--- config.mk ---
export PLATFORM = sky130hd
export DESIGN_NAME = scg_bank
export DESIGN_NICKNAME = d
export VERILOG_FILES = /design/src/rtl/scg_pkg.sv /design/src/rtl/scg_bank.sv /design/src/rtl/scg_clk_gate.sv /design/src/rtl/scg_cause_flags.sv
export SDC_FILE = /design/constraint.sdc
export NUM_CORES = 1
export LEC_CHECK = 0
export ABC_AREA = 1
export BUFFER_PORTS_ARGS = -buffer_cell sky130_fd_sc_hd__buf_2
export CORE_AREA = 2 2 82 84
export CTS_BUF_LIST = sky130_fd_sc_hd__clkbuf_8
export CTS_CLUSTER_SIZE = 25
export DETAILED_ROUTE_END_ITERATION = 8
export DIE_AREA = 0 0 84 86
export PLACE_DENSITY = 0.74
export SLEW_MARGIN = 20
export SYNTH_ARGS = -nofsm -noshare
export SYNTH_HDL_FRONTEND = slang
export SYNTH_SLANG_ARGS = --single-unit
--- constraint.sdc ---
create_clock -name sys_clk -period 0.88 [get_ports sys_clk]
set_clock_uncertainty 0.05 [all_clocks]
set_input_delay 0.176 -clock sys_clk [delete_from_list [all_inputs] [get_ports sys_clk]]
set_output_delay 0.176 -clock sys_clk [all_outputs]
set_load 0.005 [all_outputs]
--- src/rtl/scg_pkg.sv ---
// Package with offsets, field layout and reset values of the clock gate and error cause bank.
package scg_pkg;
    // Configuration dword that holds both registers, and the byte lane of the cause byte.
    localparam logic [7:0] REG_DWORD_OFF   = 8'h68;
    localparam logic [7:0] CAUSE_BYTE_OFF  = 8'h6a;
    localparam int         CAUSE_LANE      = 2;
    localparam int         GATE_LANE_LO    = 0;
    localparam int         GATE_LANE_HI    = 1;
    // Clock gate field layout.
    localparam int         NUM_SCLK        = 5;
    localparam int         NUM_PAIR        = 4;
    localparam int         PAIR_W          = 2;
    localparam int         GATE_BITS       = 9;
    localparam int         CLK4_BIT        = 8;
    localparam int         RSVD_LO         = 9;
    localparam int         RSVD_W          = 5;
    localparam int         CAUSE_LO        = 16;
    // Error cause layout; the master time-out cause has no mask bit.
    localparam int         NUM_CAUSE       = 8;
    localparam int         NUM_MASKED      = 7;
    // Reset and read-back values.
    localparam logic [8:0] GATE_RST        = 9'h000;
    localparam logic [7:0] CAUSE_RST       = 8'h00;
    localparam logic [4:0] RSVD_VAL        = 5'h1f;
    localparam logic [31:0] UNMAPPED_DATA  = 32'h0000_0000;
endpackage : scg_pkg

--- src/rtl/scg_bank.sv ---
// Secondary clock gate register and system error cause register of the bridge.
`timescale 1ns/1ps
`default_nettype none
module scg_bank #(
    parameter int NUM_SCLK  = scg_pkg::NUM_SCLK,
    parameter int NUM_CAUSE = scg_pkg::NUM_CAUSE
) (
    input  wire logic                    sys_clk,
    input  wire logic                    arst_n,
    input  wire logic                    clk_en,
    input  wire logic                    sec_bus_rst,
    input  wire logic                    cfg_wr,
    input  wire logic                    cfg_rd,
    input  wire logic [7:0]              cfg_addr,
    input  wire logic [3:0]              cfg_be_n,
    input  wire logic [31:0]             cfg_wdata,
    output logic      [31:0]             cfg_rdata,
    output logic                         cfg_rd_valid,
    input  wire logic [NUM_CAUSE-1:0]    err_event,
    input  wire logic [NUM_CAUSE-2:0]    err_mask,
    input  wire logic                    serr_enable,
    output logic                         sys_err_n_out,
    output logic                         sys_err_oe,
    output logic      [NUM_SCLK-1:0]     sec_clk_out
);
    // The field layout is fixed; other counts cannot be served.
    if (NUM_SCLK != scg_pkg::NUM_SCLK || NUM_CAUSE != scg_pkg::NUM_CAUSE)
    begin : g_bad_param
        $error("scg_bank serves only five clocks and eight causes.");
    end

    // Width of the four pair fields that share the low byte lane.
    localparam int PAIR_BITS = scg_pkg::NUM_PAIR * scg_pkg::PAIR_W;

    typedef struct packed {
        logic [scg_pkg::GATE_BITS-1:0] gate;
        logic [31:0]                   rdata;
        logic                          rvalid;
        logic                          serr_oe;
    } scg_bank_st_t;

    scg_bank_st_t           st_reg;
    scg_bank_st_t           st_next;
    logic                   dword_hit;
    logic                   cause_wr;
    logic [NUM_CAUSE-1:0]   cause_flags;
    logic [NUM_CAUSE-1:0]   cause_set;
    logic [NUM_CAUSE-1:0]   cause_clr;
    logic [NUM_SCLK-1:0]    clk_stop;
    logic [NUM_CAUSE-1:0]   cause_open;

    // Both registers share one dword; the byte enables pick the register.
    assign dword_hit = (cfg_addr[7:2] == scg_pkg::REG_DWORD_OFF[7:2]);
    assign cause_wr  = cfg_wr && dword_hit && !cfg_be_n[scg_pkg::CAUSE_LANE];

    // An event latches its cause only when it actually drives the error output.
    // The master time-out cause has no mask, so it qualifies whenever serr_enable is set.
    assign cause_set = err_event
                     & {1'b1, ~err_mask}
                     & {NUM_CAUSE{serr_enable}};
    assign cause_clr = {NUM_CAUSE{cause_wr}}
                     & cfg_wdata[scg_pkg::CAUSE_LO +: NUM_CAUSE];

    scg_cause_flags #(
        .N       (NUM_CAUSE)
    ) u_cause (
        .sys_clk (sys_clk),
        .arst_n  (arst_n),
        .clk_en  (clk_en),
        .set_evt (cause_set),
        .clr     (cause_clr),
        .flags   (cause_flags)
    );

    // Stop requests: pairs need both bits set, the last clock uses a single bit.
    for (genvar i = 0; i < NUM_SCLK; i++)
    begin : g_sclk
        if (i < scg_pkg::NUM_PAIR)
        begin : g_pair
            assign clk_stop[i] = &st_reg.gate[i*scg_pkg::PAIR_W +: scg_pkg::PAIR_W];

            // A closed pair must leave its output parked high within two edges.
            property p_pair_high;
                @(posedge sys_clk) disable iff (!arst_n || !clk_en)
                (&st_reg.gate[i*scg_pkg::PAIR_W +: scg_pkg::PAIR_W]) [*3] |-> sec_clk_out[i];
            endproperty
            a_pair_high: assert property (p_pair_high) else $error("Pair clock not high.");

            // Either bit of a pair at zero keeps the output toggling on every edge.
            property p_pair_run;
                @(posedge sys_clk) disable iff (!arst_n || !clk_en)
                (!(&st_reg.gate[i*scg_pkg::PAIR_W +: scg_pkg::PAIR_W])) [*4]
                |-> (sec_clk_out[i] != $past(sec_clk_out[i]));
            endproperty
            a_pair_run: assert property (p_pair_run) else $error("Open pair clock stuck.");
        end
        else
        begin : g_single
            assign clk_stop[i] = st_reg.gate[scg_pkg::CLK4_BIT];

            // Clock 4 with its bit at zero keeps toggling on every edge.
            property p_clk4_run;
                @(posedge sys_clk) disable iff (!arst_n || !clk_en)
                (!st_reg.gate[scg_pkg::CLK4_BIT]) [*4]
                |-> (sec_clk_out[i] != $past(sec_clk_out[i]));
            endproperty
            a_clk4_run: assert property (p_clk4_run) else $error("Open clock 4 stuck.");
        end

        scg_clk_gate u_gate (
            .sys_clk  (sys_clk),
            .arst_n   (arst_n),
            .clk_en   (clk_en),
            .stop_req (clk_stop[i]),
            .sclk_out (sec_clk_out[i])
        );
    end

    // Register writes, read answer and the error output drive.
    always_comb
    begin
        st_next = st_reg;
        if (sec_bus_rst)
        begin
            st_next.gate = scg_pkg::GATE_RST;
        end
        else if (cfg_wr && dword_hit)
        begin
            if (!cfg_be_n[scg_pkg::GATE_LANE_LO])
            begin
                st_next.gate[PAIR_BITS-1:0] = cfg_wdata[PAIR_BITS-1:0];
            end
            if (!cfg_be_n[scg_pkg::GATE_LANE_HI])
            begin
                st_next.gate[scg_pkg::CLK4_BIT] = cfg_wdata[scg_pkg::CLK4_BIT];
            end
        end
        st_next.rvalid = cfg_rd;
        if (cfg_rd)
        begin
            if (dword_hit)
            begin
                st_next.rdata = {8'h00, cause_flags, 2'h0,
                                 scg_pkg::RSVD_VAL, st_reg.gate};
            end
            else
            begin
                st_next.rdata = scg_pkg::UNMAPPED_DATA;
            end
        end
        // One-cycle open-drain pulse per qualified event, as the bus expects.
        st_next.serr_oe = |cause_set;
    end

    // Bank state register.
    always_ff @(posedge sys_clk or negedge arst_n)
    begin
        if (!arst_n)
        begin
            st_reg <= '{gate: scg_pkg::GATE_RST, rdata: 32'h0000_0000,
                        rvalid: 1'b0, serr_oe: 1'b0};
        end
        else if (clk_en)
        begin
            st_reg <= st_next;
        end
    end

    assign cfg_rdata     = st_reg.rdata;
    assign cfg_rd_valid  = st_reg.rvalid;
    assign sys_err_oe    = st_reg.serr_oe;
    assign sys_err_n_out = 1'b0;

    property p_gate_rst;
        @(posedge sys_clk) disable iff (!arst_n || !clk_en)
        sec_bus_rst |=> (st_reg.gate == scg_pkg::GATE_RST);
    endproperty
    a_gate_rst: assert property (p_gate_rst) else $error("Gate bits survived bus reset.");

    property p_rsvd_ones;
        @(posedge sys_clk) disable iff (!arst_n || !clk_en)
        (cfg_rd && dword_hit)
        |=> (cfg_rd_valid && cfg_rdata[scg_pkg::RSVD_LO +: scg_pkg::RSVD_W] == scg_pkg::RSVD_VAL);
    endproperty
    a_rsvd_ones: assert property (p_rsvd_ones) else $error("Reserved bits not ones.");

    property p_serr_drive;
        @(posedge sys_clk) disable iff (!arst_n || !clk_en)
        (serr_enable && |(err_event & {1'b1, ~err_mask})) |=> sys_err_oe;
    endproperty
    a_serr_drive: assert property (p_serr_drive) else $error("Error output not driven.");

    property p_serr_quiet;
        @(posedge sys_clk) disable iff (!arst_n || !clk_en)
        (!serr_enable || !(|(err_event & {1'b1, ~err_mask}))) |=> !sys_err_oe;
    endproperty
    a_serr_quiet: assert property (p_serr_quiet) else $error("Error output driven wrongly.");

    property p_clk4_stop;
        @(posedge sys_clk) disable iff (!arst_n || !clk_en)
        (cfg_wr && dword_hit && !cfg_be_n[scg_pkg::GATE_LANE_HI]
            && cfg_wdata[scg_pkg::CLK4_BIT] && !sec_bus_rst)
        ##1 (st_reg.gate[scg_pkg::CLK4_BIT] && !sec_bus_rst) [*4]
        |-> sec_clk_out[scg_pkg::NUM_PAIR];
    endproperty
    a_clk4_stop: assert property (p_clk4_stop) else $error("Clock 4 not held high.");

    // Pair fields follow a lane 0 write one edge later; bus reset has priority.
    property p_gate_write;
        @(posedge sys_clk) disable iff (!arst_n || !clk_en)
        (cfg_wr && dword_hit && !cfg_be_n[scg_pkg::GATE_LANE_LO] && !sec_bus_rst)
        |=> (st_reg.gate[PAIR_BITS-1:0] == $past(cfg_wdata[PAIR_BITS-1:0]));
    endproperty
    a_gate_write: assert property (p_gate_write) else $error("Pair fields not written.");

    // The clock 4 bit follows a lane 1 write; the bits above it have no storage.
    property p_clk4_write;
        @(posedge sys_clk) disable iff (!arst_n || !clk_en)
        (cfg_wr && dword_hit && !cfg_be_n[scg_pkg::GATE_LANE_HI] && !sec_bus_rst)
        |=> (st_reg.gate[scg_pkg::CLK4_BIT] == $past(cfg_wdata[scg_pkg::CLK4_BIT]));
    endproperty
    a_clk4_write: assert property (p_clk4_write) else $error("Clock 4 bit not written.");

    // A write with lane 0 switched off must leave the pair fields alone.
    property p_lane_off;
        @(posedge sys_clk) disable iff (!arst_n || !clk_en)
        (cfg_wr && cfg_be_n[scg_pkg::GATE_LANE_LO] && !sec_bus_rst)
        |=> $stable(st_reg.gate[PAIR_BITS-1:0]);
    endproperty
    a_lane_off: assert property (p_lane_off) else $error("Disabled lane written.");

    // Writes to any other dword are refused, so no gate bit may move.
    property p_unmapped_write;
        @(posedge sys_clk) disable iff (!arst_n || !clk_en)
        (cfg_wr && !dword_hit && !sec_bus_rst) |=> $stable(st_reg.gate);
    endproperty
    a_unmapped_write: assert property (p_unmapped_write) else $error("Stray write landed.");

    // The cause byte read back is the flag state at the request edge.
    property p_cause_read;
        @(posedge sys_clk) disable iff (!arst_n || !clk_en)
        (cfg_rd && dword_hit)
        |=> (cfg_rdata[scg_pkg::CAUSE_LO +: NUM_CAUSE] == $past(cause_flags));
    endproperty
    a_cause_read: assert property (p_cause_read) else $error("Cause byte misread.");

    // Read valid is the read strobe delayed by exactly one edge.
    property p_rd_pulse;
        @(posedge sys_clk) disable iff (!arst_n || !clk_en)
        1'b1 |=> (cfg_rd_valid == $past(cfg_rd));
    endproperty
    a_rd_pulse: assert property (p_rd_pulse) else $error("Read valid misplaced.");

    // Read data holds between requests, so software may take it late.
    property p_rdata_hold;
        @(posedge sys_clk) disable iff (!arst_n || !clk_en)
        !cfg_rd |=> $stable(cfg_rdata);
    endproperty
    a_rdata_hold: assert property (p_rdata_hold) else $error("Read data moved.");

    // Every other dword reads back as zero.
    property p_unmapped_read;
        @(posedge sys_clk) disable iff (!arst_n || !clk_en)
        (cfg_rd && !dword_hit) |=> (cfg_rdata == scg_pkg::UNMAPPED_DATA);
    endproperty
    a_unmapped_read: assert property (p_unmapped_read) else $error("Stray read not zero.");

    // Without a clearing write no cause bit may drop; a bus reset leaves them too.
    property p_no_drop;
        @(posedge sys_clk) disable iff (!arst_n || !clk_en)
        !cause_wr |=> ((cause_flags & $past(cause_flags)) == $past(cause_flags));
    endproperty
    a_no_drop: assert property (p_no_drop) else $error("Cause bit dropped.");

    // Qualification rebuilt apart from the datapath, so the checks below stand alone.
    assign cause_open = {1'b1, ~err_mask} & {NUM_CAUSE{serr_enable}};

    // Per cause: a qualified event latches its bit, and a bit only rises with the drive.
    for (genvar c = 0; c < NUM_CAUSE; c++)
    begin : g_cause_chk
        property p_cause_latch;
            @(posedge sys_clk) disable iff (!arst_n || !clk_en)
            (err_event[c] && cause_open[c]) |=> cause_flags[c];
        endproperty
        a_cause_latch: assert property (p_cause_latch) else $error("Cause not latched.");

        property p_cause_drive;
            @(posedge sys_clk) disable iff (!arst_n || !clk_en)
            $rose(cause_flags[c]) |-> sys_err_oe;
        endproperty
        a_cause_drive: assert property (p_cause_drive) else $error("Cause without drive.");
    end
endmodule : scg_bank
`default_nettype wire

--- src/rtl/scg_clk_gate.sv ---
// One gated secondary clock output running at half the system clock rate.
`timescale 1ns/1ps
`default_nettype none
module scg_clk_gate (
    input  wire logic sys_clk,
    input  wire logic arst_n,
    input  wire logic clk_en,
    input  wire logic stop_req,
    output logic      sclk_out
);
    typedef struct packed {
        logic phase;
        logic run;
        logic out;
    } scg_gate_st_t;

    scg_gate_st_t st_reg;
    scg_gate_st_t st_next;

    // The run flag only changes while the output is high, so a start or stop never
    // cuts a pulse short; the price is up to one extra cycle of latency.
    always_comb
    begin
        st_next       = st_reg;
        st_next.phase = ~st_reg.phase;
        if (st_reg.phase)
        begin
            st_next.run = ~stop_req;
        end
        st_next.out   = st_next.phase | ~st_next.run;
    end

    // State register, frozen while the clock enable is low.
    always_ff @(posedge sys_clk or negedge arst_n)
    begin
        if (!arst_n)
        begin
            st_reg <= '{phase: 1'b0, run: 1'b1, out: 1'b0};
        end
        else if (clk_en)
        begin
            st_reg <= st_next;
        end
    end

    assign sclk_out = st_reg.out;

    property p_edge_high;
        @(posedge sys_clk) disable iff (!arst_n || !clk_en)
        ($changed(st_reg.run)) |-> $past(st_reg.out);
    endproperty
    a_edge_high: assert property (p_edge_high) else $error("Gate changed while low.");

    property p_stop_high;
        @(posedge sys_clk) disable iff (!arst_n || !clk_en)
        stop_req [*3] |-> sclk_out;
    endproperty
    a_stop_high: assert property (p_stop_high) else $error("Stopped clock not high.");

    property p_run_toggle;
        @(posedge sys_clk) disable iff (!arst_n || !clk_en)
        (!stop_req) [*4] |-> (sclk_out != $past(sclk_out));
    endproperty
    a_run_toggle: assert property (p_run_toggle) else $error("Running clock stuck.");
endmodule : scg_clk_gate
`default_nettype wire

--- src/rtl/scg_cause_flags.sv ---
// Sticky write-one-to-clear cause flags where a new event wins over a clear.
`timescale 1ns/1ps
`default_nettype none
module scg_cause_flags #(
    parameter int N = 8
) (
    input  wire logic         sys_clk,
    input  wire logic         arst_n,
    input  wire logic         clk_en,
    input  wire logic [N-1:0] set_evt,
    input  wire logic [N-1:0] clr,
    output logic      [N-1:0] flags
);
    typedef struct packed {
        logic [N-1:0] flags;
    } scg_flag_st_t;

    scg_flag_st_t st_reg;
    scg_flag_st_t st_next;
    logic [N-1:0] bit_next;

    // Per flag: the set term is or-ed after the clear so a same-cycle event survives.
    for (genvar i = 0; i < N; i++)
    begin : g_flag
        assign bit_next[i] = set_evt[i] | (st_reg.flags[i] & ~clr[i]);

        property p_set_wins;
            @(posedge sys_clk) disable iff (!arst_n || !clk_en)
            set_evt[i] |=> flags[i];
        endproperty
        a_set_wins: assert property (p_set_wins) else $error("Cause flag not set.");

        property p_clear;
            @(posedge sys_clk) disable iff (!arst_n || !clk_en)
            (clr[i] && !set_evt[i]) |=> !flags[i];
        endproperty
        a_clear: assert property (p_clear) else $error("Cause flag not cleared.");

        property p_hold;
            @(posedge sys_clk) disable iff (!arst_n || !clk_en)
            (!clr[i] && !set_evt[i]) |=> $stable(flags[i]);
        endproperty
        a_hold: assert property (p_hold) else $error("Cause flag moved alone.");
    end

    // Next-state copy.
    always_comb
    begin
        st_next       = st_reg;
        st_next.flags = bit_next;
    end

    // Flag register.
    always_ff @(posedge sys_clk or negedge arst_n)
    begin
        if (!arst_n)
        begin
            st_reg <= '{flags: '0};
        end
        else if (clk_en)
        begin
            st_reg <= st_next;
        end
    end

    assign flags = st_reg.flags;
endmodule : scg_cause_flags
`default_nettype wire

# Word level (Yosys, flattened, before mapping)
# Index checks and enable logic that the tools add are counted.
[classes] eq_ne=3 n_mux=10 bitwise=48 n_reduce_logical=12
[ops] op="bitwise AND 8 bit" n=3
[ops] op="two-way mux 24 bit" n=1
[ops] op="inverter 1 bit" n=23
[ops] op="two-way mux 9 bit" n=2
[ops] op="OR 1 bit" n=13
[ops] op="AND reduction 2 bit" n=5
[ops] op="bitwise AND 1 bit" n=8
[ops] op="two-way mux 8 bit" n=1
[ops] op="OR reduction 8 bit" n=1
[ops] op="inverter 7 bit" n=1
[ops] op="== test 6 x 5 -> 1 bit, second input constant" n=1
[ops] op="two-way mux 1 bit" n=6
[ops] op="AND reduction 3 bit" n=2
[ops] op="!= test 2 bit, second input constant" n=2
[ops] op="logical AND 1 bit" n=2
[ops] op="nonzero test 2 bit" n=1
[ops] op="logical NOT 1 bit" n=1
[totals] ff_bits=66 inputBits=66 out_inout_bits=40

# Longest topological paths before layout
[logic_depth] ltp_word=7 ltp_mapped=8 depth_no_buf=8

# Modules after synthesis
# A second synthesis with hierarchy kept.
[hier_totals] cells_unflattened=326 hier_area_um2=2486.1
[modules_own_cells] module="scg_bank" instances=1 cells_each=239 area_each_um2=1727.9 seq_area_each_um2=725.7
[modules_own_cells] module="scg_clk_gate" instances=5 cells_each=9 area_each_um2=81.3 seq_area_each_um2=50.0
[modules_own_cells] module="scg_cause_flags" instances=1 cells_each=42 area_each_um2=351.6 seq_area_each_um2=200.2

# Least setup slack after synthesis
# Ideal clock, no wire load.
[synth_path] path_kind="input-to-reg" from="in clk_en" to="reg st_reg (netlist bit cfg_rdata[1])" arrival_ps=829 setup_slack_ps=-115 path_stages=6 cell_sequence="buf_2 nand2_1 buf_4 buf_4 nand2_1 nand2_1"
[synth_between] elab_chain_len=1
[synth_rtl] element="from (decl)" line_no="scg_bank.sv:10" rtl="input wire logic clk_en,"
[synth_rtl] element="AND reduction 2 bit (no source line)"
[synth_rtl] element="to (signal assigned)" line_no="scg_bank.sv:160" rtl="st_reg <= '{gate: scg_pkg::GATE_RST, rdata: 32'h0000_0000,"
[synth_rtl] element="to (signal assigned)" line_no="scg_bank.sv:165" rtl="st_reg <= st_next;"
[synth_rtl] element="to (decl)" line_no="scg_bank.sv:42" rtl="scg_bank_st_t st_reg;"
# No other way between the ends.
# A chain may end at the register's enable or synchronous reset.

==> results.md <==
* Gr ovfl total at 0
* Commonest cells after routing, fill and taps aside: nand2_1 (107), buf_2 (75), dfrtp_1 (47)
* Most common cell after layout, fill and taps aside: nand2_1
* #FFs+latches synth at 47
* Initial antenna violation count at 0
* MaxCap Viol Count at 0
* Post-Place Cell Area at 2793 um^2
* Port bufs at 76
* Int Power at 3.638 mW
* Number of iterations in the first detailed-routing pass at 4
* Worst Path Required at 650 ps
* Global routing met1 resource utilization at 19.06%
* Violated checks: negative setup slack
* Setup crit end kind: output port
* Final Setup Violations at 31
* Switching share of total power at 25.89%
* Starting Density at 39.01%
* Worst path slowest cell: dfrtp_1
* Filler cells at 622
* Share of cells above drive strength 1 at 35.98%
* PnR worst setup slack at -200.6 ps
* GP Congestion at 0.8514
* Final Hold Viols at 0
* Root cell of the clock tree: clkbuf_8
* Clock Power Share at 31.4%
* Global-route wire length before repair at 8804 um
* Fin cells at 455
* Skew-Pair Late Insertion Delay at 290 ps
* Largest net degree at the start of global routing at 48
* Die X-Extent at 84 um
* Vias per cell at 4.543
* Drt wl/cell at 11.55 um
* Design Power at 4.909 mW
* Post-Syn Area at 2449 um^2
* H-tree depth at 2
* Dpl cells at 430
* Maximum VDD drop at 0.7340 mV
* Die Area at 7224 um^2
* Cell taking the most area after synthesis: dfrtp_1
* Max FFs per register at 18
* DRC Markers at 0
* Die height at 86 um
* Yosys top cell area share at 48.03%
* CTS Buffer Depth at 2
* NetSw at 1.271 mW
* Total CTS buffers at 5
* Crit Path Category: reg2out
* Period Utilization, post-route at 122.8%
* Synth cell types at 23
* Vias in the first global route at 2,008
* Unrepaired setup endpoints after global routing: true
* Pre-CTS WS at -269.5 ps
* Flop2flop setup slack at -10 ps
* Max stage delay on crit path at 420 ps
* Most area-consuming cells after synthesis: dfrtp_1 (48%), nand2_1 (17%), buf_4 (12%)
* Post-Syn Instances at 296
* Crit-path max FO at 6
* Clk slew on worst S/H paths at 90 ps
* Crit-path cells: buf_2
* Minimum clock period at 1081 ps
* Final wirelength at 5257 um
* Nets at 443
* Site Rows at 29
* Core area at 6277 um^2
* Overall Global Routing Usage at 14.97%
* Ports at 106
* M2 GR Usage at 24.80%
* Worst Hold Class: in2reg
* Final hold slack at 81.91 ps
* Seq pwr share at 52.0%
* GR Util met3 at 3.465%
* Area growth syn-to-layout at 24.94%
* Total number of vias at 2,067
* Status: finished, violations left
* Max Clock Freq at 0.9254 GHz
* WP buf/inv at 1
* DRT iter0 DRCs at 174
* CTS tree: done
* Final instance area at 3059 um^2
* Startpoint Class: flop
* Synth Warn # at 0
* Ant. Diodes at 0
* HPWL after detailed placement at 4151 um
* Synth Area per Inst at 8.272 um^2
* Max-slew violations at 0
* CTS Sinks at 47
* Pwr dens at 1605 nW/um^2
* WP data arrival at 850 ps
* Leak pwr at 1.789 nW
* Top Usage Layer GRT: met2
* Gate power share at 16.6%
* Core Util, Final at 48.73%
* CP top delay family: flip-flops
* Register area share after synthesis at 48.03%
* Detail Route Antenna Nets at 0
* Setup TNS at -4584 ps
-- kinds of logic after synthesis --
group / Yosys count / synth area share, %
DFF: 47 / 48.03
and+or+nand+nor: 162 / 29.38
AOI/OAI and AO/OA: 11 / 2.760
other: 1 / 0.1531
xor gates and xnor gates: 5 / 1.788
buffers and inverters: 70 / 17.88
-- cells in the mapped netlist --
cell      number
nand2_1      112
dfrtp_1       47
buf_4         40
inv_1         20
nor2_1        16
nand3_1       14
nand4_1       13
a21oi_1        8
buf_2          5
xor2_1         5
nor2_4         3
inv_2          2
a21oi_4        1
a31oi_1        1
buf_6          1
buf_8          1
clkbuf_1       1
conb_1         1
nand2_2        1
nand3_2        1
nand3_4        1
nor2_8         1
o21ai_1        1
-- repair_timing --
item,4_1_cts,5_1_grt
pin swaps,0,3
gates resized for setup,0,6
endpoints found under the hold margin,47,0
setup endpoints to repair,29,36
hold buffers,1,0
buffers inserted,8,7
gates cloned,0,1
-- final timing paths --
path | from | to | cells past startpoint
max | cfg_rdata[13]$_DFFE_PN0P_ | cfg_rdata[10] | 1
min | cfg_wdata[3] | st_reg[37]$_DFFE_PN0P_ | 3
max reg2reg | cfg_rdata[8]$_DFFE_PN0P_ | cfg_rdata[8]$_DFFE_PN0P_ | 4
min reg2reg | g_sclk[0].u_gate.st_reg[2]$_DFFE_PN0P_ | g_sclk[0].u_gate.st_reg[2]$_DFFE_PN0P_ | 1
max in group asynchronous | arst_n | u_cause.flags[6]$_DFFE_PN0P_ | 3
min in group asynchronous | arst_n | cfg_rdata[17]$_DFFE_PN0P_ | 3
-- cell type report --
type                    count  area [um^2]  area share [%]
multi-input cells         190        895.9           29.28
inverters                  22        85.08           2.781
flip-flops and latches     47         1176           38.45
well taps                  77        96.34           3.149
clock inverters             3        43.79           1.431
repair buffers            111        693.2           22.66
clock buffers               5        68.82           2.249
-- metal layers --
layer / vias to the layer above / share of wire (%)
li1: 1034 / -
met2: 74 / 47
met4: 0 / 3.0
met1: 943 / 43
met5: - / 0
met3: 16 / 6.5
-- power by group through the flow --
| stage | clock network, mW | registers, mW | logic, mW |
|---|---|---|---|
| floorplan | 0 | 2.57 | 0.552 |
| global placement | 0 | 2.58 | 0.758 |
| detailed placement | 0 | 2.59 | 0.774 |
| CTS | 1.58 | 2.55 | 0.792 |
| global route | 1.67 | 2.59 | 0.926 |
| finish | 1.54 | 2.55 | 0.814 |
Note: power is estimated with default switching activity, not from simulation.
